`src/reset_cause_defines.vh`:
```
// Constants for the reset-cause recording block.
// Assumes one 100 MHz core clock and a plain register port.
`ifndef RESET_CAUSE_DEFINES_VH
`define RESET_CAUSE_DEFINES_VH

`define ADDR_FLAGS 2'h0
`define ADDR_STATUS 2'h1
`define ADDR_CONFIG 2'h2

`define BIT_STACK_OVER 7
`define BIT_STACK_UNDER 6
`define BIT_WINDOW 5
`define BIT_WATCHDOG 4
`define BIT_EXTERNAL 3
`define BIT_INSTR 2
`define BIT_POWER_ON 1
`define BIT_BROWN_OUT 0

`define FLAGS_POWER_ON 8'h3c
`define RESET_VECTOR 16'h0000
`define IRQ_VECTOR 16'h0004

`define CFG_STACK_RESET 0
`define CFG_GIE 1

`endif

```
`src/reset_cause_status.v`:
```
// Reset-cause recording: flags register, timeout and power-down bits, restart address.
// Assumes event inputs are one-cycle pulses synchronous to clk; resetn is the power-on reset.
//
// Decided for this implementation: the strobed register port and the address map.
`timescale 1ns/1ns
`include "reset_cause_defines.vh"
module reset_cause_status #(
  parameter PC_WIDTH = 16
) (
  // Clock and power-on reset
  input wire clk,
  input wire resetn,
  // Reset and wake events, one-cycle pulses
  input wire brownOutEvt,
  input wire extPinEvt,
  input wire watchdogEvt,
  input wire windowEvt,
  input wire instrResetEvt,
  input wire stackOverEvt,
  input wire stackUnderEvt,
  input wire interruptWakeEvt,
  // Core state
  input wire sleeping,
  input wire [PC_WIDTH-1:0] currentPc,
  // Register port
  input wire [1:0] addr,
  input wire [7:0] wdata,
  input wire wr,
  input wire rd,
  output reg [7:0] rdata,
  // Core outputs
  output reg timeoutBit,
  output reg powerDownBit,
  output reg coreReset,
  output reg pcLoad,
  output reg [PC_WIDTH-1:0] pcValue
);

  reg [7:0] flags;
  reg stackResetEnable;
  reg globalIrqEnable;
  reg [7:0] next_flags;
  reg next_timeout;
  reg next_powerDown;
  reg next_reset;
  reg next_load;
  reg [PC_WIDTH-1:0] next_pc;
  reg irqPending;

  wire stackOverRst = stackOverEvt & stackResetEnable;
  wire stackUnderRst = stackUnderEvt & stackResetEnable;
  wire watchdogWake = watchdogEvt & sleeping;
  wire watchdogRst = watchdogEvt & ~sleeping;
  wire irqWake = interruptWakeEvt & sleeping;
  wire [PC_WIDTH-1:0] pcPlusOne = currentPc + {{(PC_WIDTH-1){1'b0}}, 1'b1};

  // Firmware write first, hardware events afterwards so a coincident event wins
  always @* begin
    next_flags = flags;
    next_timeout = timeoutBit;
    next_powerDown = powerDownBit;
    next_reset = 1'b0;
    next_load = 1'b0;
    next_pc = pcValue;
    if (wr && addr == `ADDR_FLAGS) begin
      next_flags = wdata;
    end
    if (brownOutEvt) begin
      // Power-on, watchdog and window flags are left as they were
      next_flags[`BIT_STACK_OVER] = 1'b0;
      next_flags[`BIT_STACK_UNDER] = 1'b0;
      next_flags[`BIT_EXTERNAL] = 1'b1;
      next_flags[`BIT_INSTR] = 1'b1;
      next_flags[`BIT_BROWN_OUT] = 1'b0;
      next_timeout = 1'b1;
      next_powerDown = 1'b1;
      next_reset = 1'b1;
    end else begin
      if (extPinEvt) begin
        next_flags[`BIT_EXTERNAL] = 1'b0;
        next_reset = 1'b1;
        if (sleeping) begin
          next_timeout = 1'b1;
          next_powerDown = 1'b0;
        end
      end
      if (watchdogRst) begin
        next_flags[`BIT_WATCHDOG] = 1'b0;
        next_timeout = 1'b0;
        next_reset = 1'b1;
      end
      if (windowEvt) begin
        next_flags[`BIT_WINDOW] = 1'b0;
        next_timeout = 1'b1;
        next_reset = 1'b1;
      end
      if (instrResetEvt) begin
        next_flags[`BIT_INSTR] = 1'b0;
        next_reset = 1'b1;
      end
      if (stackOverRst) begin
        next_flags[`BIT_STACK_OVER] = 1'b1;
        next_reset = 1'b1;
      end
      if (stackUnderRst) begin
        next_flags[`BIT_STACK_UNDER] = 1'b1;
        next_reset = 1'b1;
      end
      if (!next_reset && watchdogWake) begin
        next_timeout = 1'b0;
        next_powerDown = 1'b0;
        next_load = 1'b1;
        next_pc = pcPlusOne;
      end else if (!next_reset && irqWake) begin
        next_timeout = 1'b1;
        next_powerDown = 1'b0;
        next_load = 1'b1;
        next_pc = pcPlusOne;
      end
    end
    if (next_reset) begin
      next_load = 1'b1;
      next_pc = `RESET_VECTOR;
    end else if (irqPending) begin
      next_load = 1'b1;
      next_pc = `IRQ_VECTOR;
    end
  end

  // Power-on state: address zero, status 1 1000, flags 0011 110x with x taken as 0
  always @(posedge clk or negedge resetn) begin
    if (!resetn) begin
      flags <= `FLAGS_POWER_ON;
      timeoutBit <= 1'b1;
      powerDownBit <= 1'b1;
      coreReset <= 1'b1;
      pcLoad <= 1'b1;
      pcValue <= `RESET_VECTOR;
      irqPending <= 1'b0;
      stackResetEnable <= 1'b1;
      globalIrqEnable <= 1'b0;
      rdata <= 8'h00;
    end else begin
      flags <= next_flags;
      timeoutBit <= next_timeout;
      powerDownBit <= next_powerDown;
      coreReset <= next_reset;
      pcLoad <= next_load;
      pcValue <= next_pc;
      // Vector taken one cycle after the resume address, once the next instruction ran
      irqPending <= ~next_reset & ~brownOutEvt & irqWake & globalIrqEnable & ~watchdogWake;
      if (next_reset) begin
        globalIrqEnable <= 1'b0;
      end else if (wr && addr == `ADDR_CONFIG) begin
        stackResetEnable <= wdata[`CFG_STACK_RESET];
        globalIrqEnable <= wdata[`CFG_GIE];
      end
      if (rd) begin
        case (addr)
          `ADDR_FLAGS: rdata <= flags;
          `ADDR_STATUS: rdata <= {3'h0, timeoutBit, powerDownBit, 3'h0};
          `ADDR_CONFIG: rdata <= {6'h00, globalIrqEnable, stackResetEnable};
          default: rdata <= 8'h00;
        endcase
      end else begin
        rdata <= 8'h00;
      end
    end
  end

endmodule

```
`config.mk`:
```
export PLATFORM = sky130hd
export DESIGN_NAME = reset_cause_status
export DESIGN_NICKNAME = d
export VERILOG_FILES = /design/src/reset_cause_status.v
export VERILOG_INCLUDE_DIRS = /design/src /design/src/src
export SDC_FILE = /design/constraint.sdc
export NUM_CORES = 1
export LEC_CHECK = 0
export BUFFER_PORTS_ARGS = -buffer_cell sky130_fd_sc_hd__buf_2
export CORE_MARGIN = 3
export CORE_UTILIZATION = 49
export CTS_CLUSTER_DIAMETER = 30
export CTS_CLUSTER_SIZE = 8
export DETAILED_ROUTE_END_ITERATION = 8
export PLACE_DENSITY = 0.79
export SLEW_MARGIN = 20
export SYNTH_ARGS = -nofsm -noshare
export SYNTH_HDL_FRONTEND = slang
export SYNTH_SLANG_ARGS = --single-unit
export TNS_END_PERCENT = 20
```
`constraint.sdc`:
```
create_clock -name clk -period 2.4 [get_ports clk]
set_input_delay 0.24 -clock clk [delete_from_list [all_inputs] [get_ports clk]]
set_output_delay 0.24 -clock clk [all_outputs]
set_load 0.03 [all_outputs]
```
==> results of run 1 <==
[cell type report]
class,instances,area (um^2)
flip-flops and latches,39,987.2
clock inverters,2,12.51
fillers,292,1172
multi-input cells,137,843.3
inverters,3,11.26
repair buffers,67,337.8
well taps,46,57.56
clock buffers,6,72.57
[state kept, by name, summed over array words and instances (netlist names)]
register          flops
pcLoad                1
pcValue              16
flags                 8
stackResetEnable      1
coreReset             1
powerDownBit          1
timeoutBit            1
globalIrqEnable       1
irqPending            1
rdata                 8
[Yosys cell counts, types with 3 or more instances]
| cell type | n |
|---|---|
| nand2b_1 | 3 |
| nor2_1 | 19 |
| xor2_1 | 8 |
| nand4_1 | 3 |
| dfstp_2 | 9 |
| dfrtp_1 | 30 |
| and3_1 | 7 |
| a21oi_1 | 4 |
| nand2_1 | 35 |
| xnor2_1 | 5 |
| inv_1 | 3 |
| nand3_1 | 7 |
| o21ai_2 | 10 |
| mux2i_1 | 8 |
| o21ai_0 | 9 |
[critical path, cell delays in order, from the launching register on]
cell and delay [ns]:
dfstp_2 0.39, o21a_1 0.13, or4b_4 0.51, or4b_4 0.68, o21ai_0 0.21
[metrics by stage]
step / power [mW] / std cells / setup WS (ns)
final: 1.303 / 300 / 0.3917
after floorplan: 0.7985 / 183 / 0.5064
after global placement: 0.8812 / 292 / 0.3846
after detailed placement: 0.8844 / 292 / 0.3713
after global routing: 1.369 / 300 / 0.2335
after CTS: 1.312 / 300 / 0.3802
[cell families (layout without fill, tap and decap cells)]
| logic type | count (synthesis) | after routing | synth area share [%] |
|---|---|---|---|
| and+or+nand+nor | 85 | 85 | 21.86 |
| DFF | 39 | 39 | 52.74 |
| AOI/OAI and AO/OA | 29 | 29 | 11.56 |
| xor gates and xnor gates | 13 | 13 | 6.083 |
| muxes | 9 | 9 | 4.880 |
| buffers and inverters | 7 | 78 | 2.206 |
| adders and majority gates | 1 | 1 | 0.6683 |
[cells in the final DEF, fill, tap and decap left out, types with 4 or more instances in the layout]
master	synthesis	final
nor2_1	19	19
nand2_1	35	35
dfstp_2	9	9
dfrtp_1	30	30
and3_1	7	7
a21oi_1	4	4
clkbuf_8	0	5
buf_2	0	66
xnor2_1	5	5
xor2_1	8	8
o21ai_0	9	9
nand3_1	7	7
o21ai_2	10	10
mux2i_1	8	8
[per-layer routing]
layer	share of wire, %	track usage, %	up-vias	routed length [um]
li1	-	-	770	-
met1	44	25.66	727	1801
met2	50	31.71	36	2031
met3	5.2	4.659	4	214
met4	0.93	6.948	0	38
met5	0	0	-	0
[power by group through the flow]
stage	clock, mW	combinational [mW]	sequential (mW)
floorplan	0	0.0683	0.730
CTS	0.440	0.171	0.701
global route	0.476	0.189	0.704
detailed placement	0	0.170	0.714
global placement	0	0.169	0.713
finish	0.432	0.170	0.702
[worst max path at each step]
| stage | startpoint | endpoint | slack (ns) |
|---|---|---|---|
| floorplan | stackResetEnable$_DFFE_PN1P_ | pcValue[2]$_DFFE_PN0P_ | 0.51 |
| global placement | stackUnderEvt | pcValue[5]$_DFFE_PN0P_ | 0.38 |
| detailed placement | stackUnderEvt | pcValue[6]$_DFFE_PN0P_ | 0.37 |
| CTS | stackResetEnable$_DFFE_PN1P_ | pcValue[4]$_DFFE_PN0P_ | 0.38 |
| global route | stackResetEnable$_DFFE_PN1P_ | pcValue[4]$_DFFE_PN0P_ | 0.23 |
| finish | stackResetEnable$_DFFE_PN1P_ | pcValue[4]$_DFFE_PN0P_ | 0.39 |
==> impl_metrics.env, run 1 <==
export IMPL_cts_tree="built"
export IMPL_synth_area_leaders="dfrtp_1 40%, dfstp_2 13%, nand2_1 7.0%, o21ai_2 4.7%, mux2i_1 4.3%"
export IMPL_rsz0062_at_grt="no"
export IMPL_clock_sinks=39
export IMPL_power_share_combinational_pct=13.0
export IMPL_fin_setup_tns_ns=0
export IMPL_syn_area_um2=1872
export IMPL_finalSetupViolCount=0
export IMPL_finalInstanceArea_um2=2322
export IMPL_synth_main_ff_cell="dfrtp_1"
export IMPL_critPathMaxFanout=15
export IMPL_hp_class="in -> async"
export IMPL_p_sw_share_pct=26.58
export IMPL_r2r_start="stackResetEnable$_DFFE_PN1P_"
export IMPL_via_count=1537
export IMPL_synth_cells=183
export IMPL_yosysUniqueCellTypes=32
export IMPL_crit_path_end_kind="flip-flop"
export IMPL_rows=21
export IMPL_final_core_util_pct=66.45
export IMPL_grt_pass1_vias=1480
export IMPL_drc_errors=0
export IMPL_wire_per_inst_um=13.62
export IMPL_slew_headroom_pct=43.97
export IMPL_syn_to_final_growth_pct=24.06
export IMPL_required_ns=2.60
export IMPL_cp_arrival_ns=2.21
export IMPL_period_minus_slack_ns=2.008
export IMPL_antenna_cells=0
export IMPL_p_leak_nw=1.154
export IMPL_drt_wl_total_um=4086
export IMPL_hpwl_um=3158
export IMPL_crit_type="reg -> reg"
export IMPL_outcome="finished clean"
export IMPL_clock_latency_ns=0.29
export IMPL_rr_worst_depth=4
export IMPL_seqPwrFrac_pct=53.8
export IMPL_drive_gt1_share_pct=38.58
export IMPL_synth_seq_area_share_pct=52.74
export IMPL_timing_fmax_ghz=0.4979
export IMPL_dpl_cell_area_um2=2237
export IMPL_grt_pass1_wl_um=6672
export IMPL_fin_skew_ns=0.008251
export IMPL_p_int_mw=0.9569
export IMPL_critPathLaunchType="flip-flop"
export IMPL_clockRootBuffer="clkbuf_8"
export IMPL_r2r_slack_ns=0.39
export IMPL_hold_ws_ns=0.04658
export IMPL_power_density_nw_per_um2=561.3
export IMPL_p_switching_mw=0.3464
export IMPL_cts_resized=0
export IMPL_boundaryPins=67
export IMPL_cts_hold_buffers_added=0
export IMPL_synth_seq_cells=39
export IMPL_vdd_ir_drop_max_uv=434.2
export IMPL_fin_crit_sh_pct=83.68
export IMPL_grt_max_degree=40
export IMPL_synth_edf_count=0
export IMPL_antenna_found_initial=0
export IMPL_syn_nets=223
export IMPL_core_area_um2=3495
export IMPL_die_h_um=67.81
export IMPL_cts_buffers=5
export IMPL_die_area_um2=4598
export IMPL_drt_iter0_drc=78
export IMPL_viasPerCell=5.123
export IMPL_rr_endpoint="pcValue[4]$_DFFE_PN0P_"
export IMPL_async_flop_share_pct=100.0
export IMPL_synth_warnings=0
export IMPL_overflow=0
export IMPL_start_util_pct=53.56
export IMPL_port_buffers=66
export IMPL_synth_top_cell_by_area="dfrtp_1"
export IMPL_drtPass1Iterations=4
export IMPL_cts_setup_buffers=0
export IMPL_clock_path_buffers=2
export IMPL_place_gp_congestion=0.8507
export IMPL_finalNetCount=293
export IMPL_yosys_area_top_type_share_pct=40.11
export IMPL_ant_nets=0
export IMPL_clockPowerShare_pct=33.1
export IMPL_hold_viol=0
export IMPL_worstMarginPinSlew_ns=0.8405
export IMPL_synth_area_per_cell_um2=10.23
export IMPL_groute_usage_overall_pct=19.61
export IMPL_die_width_um=67.81
export IMPL_h_tree_depth=2
export IMPL_drv_slew=0
export IMPL_max_cap_violations=0
export IMPL_path_clk_slew_ns=0.08
Note: power is estimated with default switching activity, not from simulation.
==> run 2, diff against run 1 <==
--- a/config.mk
+++ b/config.mk
@@ -6,9 +6,10 @@
 export SDC_FILE = /design/constraint.sdc
 export NUM_CORES = 1
 export LEC_CHECK = 0
+export ABC_AREA = 1
 export BUFFER_PORTS_ARGS = -buffer_cell sky130_fd_sc_hd__buf_2
 export CORE_MARGIN = 3
-export CORE_UTILIZATION = 49
+export CORE_UTILIZATION = 50
 export CTS_CLUSTER_DIAMETER = 30
 export CTS_CLUSTER_SIZE = 8
 export DETAILED_ROUTE_END_ITERATION = 8
==> constraint.sdc (replaced) <==
create_clock -name clk -period 1.95 [get_ports clk]
set_input_delay 0.195 -clock clk [delete_from_list [all_inputs] [get_ports clk]]
set_output_delay 0.195 -clock clk [all_outputs]
set_load 0.03 [all_outputs]
==> run 2 against run 1 <==
Synthesized cell count up 37%. Total power is 26% higher. Final area rose by 8.9%. Area after synthesis rose by 11%. Via count grew 21%. Die area rose by 7.7%. Clock skew grew 0.00067 ns. Highest routed layer unchanged.
==> impl_metrics.env, run 2 <==
export IMPL_outcome="finished clean"
export IMPL_drc_errors=0
export IMPL_synth_compound_area_share_pct=8.338
export IMPL_synth_cells=251
export IMPL_clockPowerShare_pct=32.8
export IMPL_wl_met2_um=2078
export IMPL_die_width_um=70.36
export IMPL_seqPwrFrac_pct=52.6
export IMPL_async_flop_share_pct=100.0
export IMPL_yosys_top_cells_count="69 x nand2_1, 30 x dfrtp_1, 30 x inv_1"
export IMPL_p_sw_share_pct=28.21
export IMPL_wire_per_inst_um=12.51
export IMPL_synth_top_cell_by_area="dfrtp_1"
export IMPL_clock_path_buffers=2
export IMPL_antenna_cells=0
export IMPL_power_density_nw_per_um2=649.1
export IMPL_synth_simple_area_share_pct=33.84
export IMPL_post_synth_top_count_cell="nand2_1"
export IMPL_boundaryPins=67
export IMPL_cp_arrival_ns=1.65
export IMPL_p_int_mw=1.178
export IMPL_hold_ws_ns=0.001699
export IMPL_port_buffers=66
export IMPL_syn_to_final_growth_pct=22.12
export IMPL_worstMarginPinSlew_ns=0.8511
export IMPL_rows=22
export IMPL_wl_met3_um=390
export IMPL_drt_wl_total_um=4643
export IMPL_die_h_um=70.36
export IMPL_start_util_pct=54.12
export IMPL_required_ns=2.17
export IMPL_rr_worst_depth=7
export IMPL_clock_latency_ns=0.29
export IMPL_syn_nets=291
export IMPL_finalSetupViolCount=0
export IMPL_dpl_cell_area_um2=2440
export IMPL_grt_max_degree=40
export IMPL_synth_seq_area_share_pct=47.67
export IMPL_cts_tree="built"
export IMPL_synth_area_per_cell_um2=8.250
export IMPL_drv_slew=0
export IMPL_drtPass1Iterations=4
export IMPL_rsz0062_at_grt="no"
export IMPL_cts_setup_buffers=0
export IMPL_dp_cells=363
export IMPL_largest_reg_flops=16
export IMPL_yosysUniqueCellTypes=33
export IMPL_hold_viol=0
export IMPL_path_clk_slew_ns=0.08
export IMPL_layout_commonest_cell="nand2_1"
export IMPL_vdd_ir_drop_max_uv=476.1
export IMPL_place_gp_congestion=0.9272
export IMPL_fin_setup_tns_ns=0
export IMPL_critPathMaxFanout=16
export IMPL_p_switching_mw=0.4630
export IMPL_synth_main_ff_cell="dfrtp_1"
export IMPL_synthAdderAreaFrac_pct=0.6042
export IMPL_antenna_found_initial=0
export IMPL_ant_nets=0
export IMPL_slew_headroom_pct=43.26
export IMPL_top_layer="met4"
export IMPL_cts_buffers=5
export IMPL_die_area_um2=4950
export IMPL_core_area_um2=3826
export IMPL_finalInstanceArea_um2=2529
export IMPL_top_register="pcValue"
export IMPL_drt_met1_wl_um=2126
export IMPL_p_leak_nw=1.360
export IMPL_cts_hold_buffers_added=0
export IMPL_synth_top_family_by_area="simple AND/OR/NAND/NOR gates"
export IMPL_groute_usage_overall_pct=20.02
export IMPL_dp_slack_ns=0.4886
export IMPL_clockRootBuffer="clkbuf_8"
export IMPL_synth_warnings=0
export IMPL_crit_path_end_kind="flip-flop"
export IMPL_clock_sinks=39
export IMPL_r2r_slack_ns=0.52
export IMPL_period_minus_slack_ns=1.434
export IMPL_fin_ws_ns=0.5164
export IMPL_grt_pass1_vias=1726
export IMPL_h_tree_depth=2
export IMPL_yosys_area_top_type_share_pct=36.25
export IMPL_synthMuxAreaShare_pct=0
export IMPL_hp_class="in -> async"
export IMPL_max_cap_violations=0
export IMPL_synth_area_leaders="dfrtp_1 36%, nand2_1 13%, dfstp_2 11%, nand3_1 5.6%, inv_1 5.4%"
export IMPL_cts_resized=0
export IMPL_drive_gt1_share_pct=33.75
export IMPL_critPathLaunchType="flip-flop"
export IMPL_fin_skew_ns=0.008924
export IMPL_synth_seq_cells=39
export IMPL_power_share_combinational_pct=14.6
export IMPL_timing_fmax_ghz=0.6976
export IMPL_via_count=1860
export IMPL_viasPerCell=5.013
export IMPL_grt_pass1_wl_um=7886
export IMPL_reg_largest_list="pcValue: 16 flops, flags: 8 flops, rdata: 8 flops"
export IMPL_overflow=0
export IMPL_fin_crit_sh_pct=73.52
export IMPL_fillers=346
export IMPL_hpwl_um=3670
export IMPL_syn_area_um2=2071
export IMPL_synth_edf_count=0
export IMPL_finalNetCount=362
export IMPL_drt_iter0_drc=158
export IMPL_synth_xor_area_share_pct=2.538
export IMPL_layout_common_cells="69 x nand2_1, 66 x buf_2, 30 x inv_1, 30 x dfrtp_1, 23 x nand3_1"
export IMPL_final_cells=371
export IMPL_crit_type="reg -> reg"
## run 2: cell count changes in the layout (fill, tap and decap cells not counted), sizes merged, moves of 4 or more
cell,before,now
nor2,19,24
o21ai,19,14
and3,7,0
mux2i,8,0
nand3,7,26
inv,3,31
a21oi,4,8
nand2,35,81
xor2,8,4
## run 2: worst max-delay path, stage by stage, from the launching register on
cell and delay (ns):
dfstp_2 0.39, nand2_1 0.14, nand3_4 0.14, nor2_8 0.13, nand3_4 0.11, nor2_8 0.28, nand2_1 0.08, o21ai_0 0.08
## run 2: path summary, 6_finish.rpt
| path | start | end |
|---|---|---|
| max | stackResetEnable$_DFFE_PN1P_ | pcValue[7]$_DFFE_PN0P_ |
| min | resetn | rdata[2]$_DFF_PN0_ |
| max reg2reg | stackResetEnable$_DFFE_PN1P_ | pcValue[7]$_DFFE_PN0P_ |
| min reg2reg | flags[4]$_DFF_PN1_ | flags[4]$_DFF_PN1_ |
| max in group asynchronous | resetn | rdata[6]$_DFF_PN0_ |
| min in group clk | extPinEvt | flags[3]$_DFFE_PN1P_ |
## run 2: layout make-up
class	instances	area, um^2	area share (%)
timing repair buffer	67	337.8	13.36
clock inverter	3	20.02	0.7917
multi-input combinational	178	938.4	37.11
clock buffer	5	68.82	2.721
tap	48	60.06	2.375
inverter	31	116.4	4.602
sequential	39	987.2	39.04
## run 2: kinds of logic (layout without fill, tap and decap cells)
logic type / after synthesis / in the layout
buf+inv: 34 / 106
simple gates: 141 / 141
xor+xnor: 6 / 6
flops: 39 / 39
fa+ha+maj: 1 / 1
compound gates: 30 / 30
## run 2: through the flow
stage                     power (mW)  utilization, %
after floorplan                1.014               -
after CTS                      1.652           66.09
after global routing           1.731           66.09
final                          1.641           66.09
after detailed placement       1.118           63.77
after global placement         1.114           63.77
## run 2: per-layer routing
layer  vias up  global-route usage [%]
met2        70                   28.79
met1       838                   29.36
met5         -                       0
li1        947                       -
met4         0                   5.106
met3         5                   5.899
## run 2: power groups by stage
stage	logic, mW	clock network (mW)	registers [mW]
after detailed placement	0.239	0	0.879
after CTS	0.241	0.547	0.864
after global routing	0.270	0.595	0.867
after floorplan	0.115	0	0.899
after global placement	0.237	0	0.877
final	0.239	0.539	0.863
==> run 3, diff against run 2 <==
==> constraint.sdc (replaced) <==
create_clock -name clk -period 1.5 [get_ports clk]
set_input_delay 0.15 -clock clk [delete_from_list [all_inputs] [get_ports clk]]
set_output_delay 0.15 -clock clk [all_outputs]
set_load 0.03 [all_outputs]
==> run 3 against run 2 <==
First-iteration DRC count shrank 5.7%. Critical path depth grew 1. Register-to-register slack lost 0.45 ns. Clock power grew 89%. Worst setup slack lost 0.45 ns. Clock skew is essentially flat. Worst hold slack gained 0.042 ns. Count of clock-buffer cells in the layout grew 1. Non-clock buffer count grew 6.
==> impl_metrics.env, run 3 (synthesis gave the netlist of run 2 again) <==
export IMPL_final_cells=377
export IMPL_die_h_um=70.36
export IMPL_drv_slew=0
export IMPL_crit_start="stackResetEnable$_DFFE_PN1P_"
export IMPL_cts_tree="built"
export IMPL_required_ns=1.73
export IMPL_path_clk_slew_ns=0.08
export IMPL_grt_pass1_vias=1743
export IMPL_cpPeakStageDelay_ns=0.39
export IMPL_worstPathCellList="nand2_1, nand3_4, nor2_8, nand3_4, nor2_8, buf_12, nand2_2, nand2_1"
export IMPL_wire_per_inst_um=12.89
export IMPL_drt_iter0_drc=149
export IMPL_rsz0062_at_grt="yes"
export IMPL_place_gp_congestion=0.9566
export IMPL_max_cap_violations=0
export IMPL_rr_endpoint="pcValue[1]$_DFFE_PN0P_"
export IMPL_fin_crit_sh_pct=95.66
export IMPL_grt_pass1_wl_um=7990
export IMPL_fin_skew_ns=0.008922
export IMPL_antenna_cells=0
export IMPL_vdd_ir_drop_max_uv=850.0
export IMPL_finalInstanceArea_um2=2640
export IMPL_rows=22
export IMPL_critPathMaxFanout=9
export IMPL_layout_common_cells="69 x nand2_1, 66 x buf_2, 30 x inv_1, 30 x dfrtp_1, 23 x nand3_1"
export IMPL_viasPerCell=5.069
export IMPL_drt_wl_total_um=4859
export IMPL_hp_class="in -> reg"
export IMPL_antenna_found_initial=0
export IMPL_overflow=0
export IMPL_die_area_um2=4950
export IMPL_timing_fmax_ghz=0.6969
export IMPL_clock_path_buffers=2
export IMPL_cts_buffers=5
export IMPL_drtPass1Iterations=4
export IMPL_worstMarginPinSlew_ns=0.4617
export IMPL_drive_gt1_share_pct=34.35
export IMPL_dp_slack_ns=0.04643
export IMPL_dpl_cell_area_um2=2470
export IMPL_slew_headroom_pct=69.22
export IMPL_cp_arrival_ns=1.66
export IMPL_top_register="pcValue"
export IMPL_r2r_start="stackResetEnable$_DFFE_PN1P_"
export IMPL_crit_type="reg -> reg"
export IMPL_drc_errors=0
export IMPL_crit_slowest_cell="dfstp_2"
export IMPL_port_buffers=66
export IMPL_finalNetCount=368
export IMPL_crit_path_end_kind="flip-flop"
export IMPL_largest_reg_flops=16
export IMPL_die_width_um=70.36
export IMPL_clock_latency_ns=0.29
export IMPL_period_minus_slack_ns=1.435
export IMPL_grt_max_degree=40
export IMPL_start_util_pct=54.12
export IMPL_dp_cells=367
export IMPL_worstSetupEndpoint="pcValue[1]$_DFFE_PN0P_"
export IMPL_layout_commonest_cell="nand2_1"
export IMPL_ant_nets=0
export IMPL_core_area_um2=3826
export IMPL_clockRootBuffer="clkbuf_8"
export IMPL_syn_to_final_growth_pct=27.49
export IMPL_p_leak_nw=1.417
export IMPL_clock_sinks=39
export IMPL_power_density_nw_per_um2=933.6
export IMPL_hold_viol=0
export IMPL_via_count=1911
export IMPL_boundaryPins=67
export IMPL_r2r_slack_ns=0.07
export IMPL_rr_worst_depth=8
export IMPL_hpwl_um=3863
export IMPL_finalSetupViolCount=0
export IMPL_reg_largest_list="pcValue: 16 flops, flags: 8 flops, rdata: 8 flops"
export IMPL_outcome="finished clean"
export IMPL_critPathLaunchType="flip-flop"
export IMPL_groute_usage_overall_pct=20.33
export IMPL_fin_ws_ns=0.06506
export IMPL_fin_setup_tns_ns=0
export IMPL_h_tree_depth=2
## run 3: what timing repair did
item | 4_1_cts | 5_1_grt
endpoints found under the setup margin | 0 | 8
setup buffers | 0 | 1
resized for setup | 0 | 1
hold buffers | 1 | 0
hold endpoints to repair | 30 | 0
## run 3: final cells by class
type	instances	area (um^2)
Multi-Input combinational cell	178	945.9
Tap cell	48	60.06
Fill cell	334	1186
Timing Repair Buffer	73	397.9
Sequential cell	39	987.2
Inverter	31	116.4
Clock inverter	2	60.06
Clock buffer	6	72.57
## run 3: worst min-delay path by stage
stage / cells past startpoint / startpoint / endpoint
after global routing: 2 / extPinEvt / flags[3]$_DFFE_PN1P_
after CTS: 2 / extPinEvt / flags[3]$_DFFE_PN1P_
after global placement: 2 / resetn / rdata[4]$_DFF_PN0_
final: 2 / extPinEvt / flags[3]$_DFFE_PN1P_
after detailed placement: 2 / resetn / rdata[4]$_DFF_PN0_
after floorplan: 0 / resetn / flags[0]$_DFFE_PN0P_
## run 3: where the power goes
part / total (mW) / switching [mW] / internal (mW)
logic: 0.326 / 0.212 / 0.114
clock network: 1.02 / 0.350 / 0.665
registers: 1.12 / 0.0199 / 1.10
## run 3: layer usage
metal / GRT usage (%) / wire (um) / vias to the layer above
met1: 28.53 / 2212 / 883
met5: 0 / 0 / -
met3: 6.475 / 333 / 6
li1: - / - / 961
met4: 4.681 / 38 / 0
met2: 30.67 / 2274 / 61
## run 3: critical path: cells and delay by family (launching register included)
| family | cells | cell delay, ns |
|---|---|---|
| flip-flops | 1 | 0.39 |
| buffers and inverters | 1 | 0.16 |
| AND/OR/NAND/NOR | 7 | 0.82 |
## run 3: stage by stage
stage / hold slack (ns) / power (mW) / utilization [%]
floorplan: -0.1456 / 1.319 / -
global placement: 0.2172 / 1.453 / 64.55
detailed placement: 0.2310 / 1.463 / 64.55
CTS: 0.03741 / 2.481 / 68.28
global route: 0.04425 / 2.580 / 69.00
finish: 0.04374 / 2.465 / 69.00
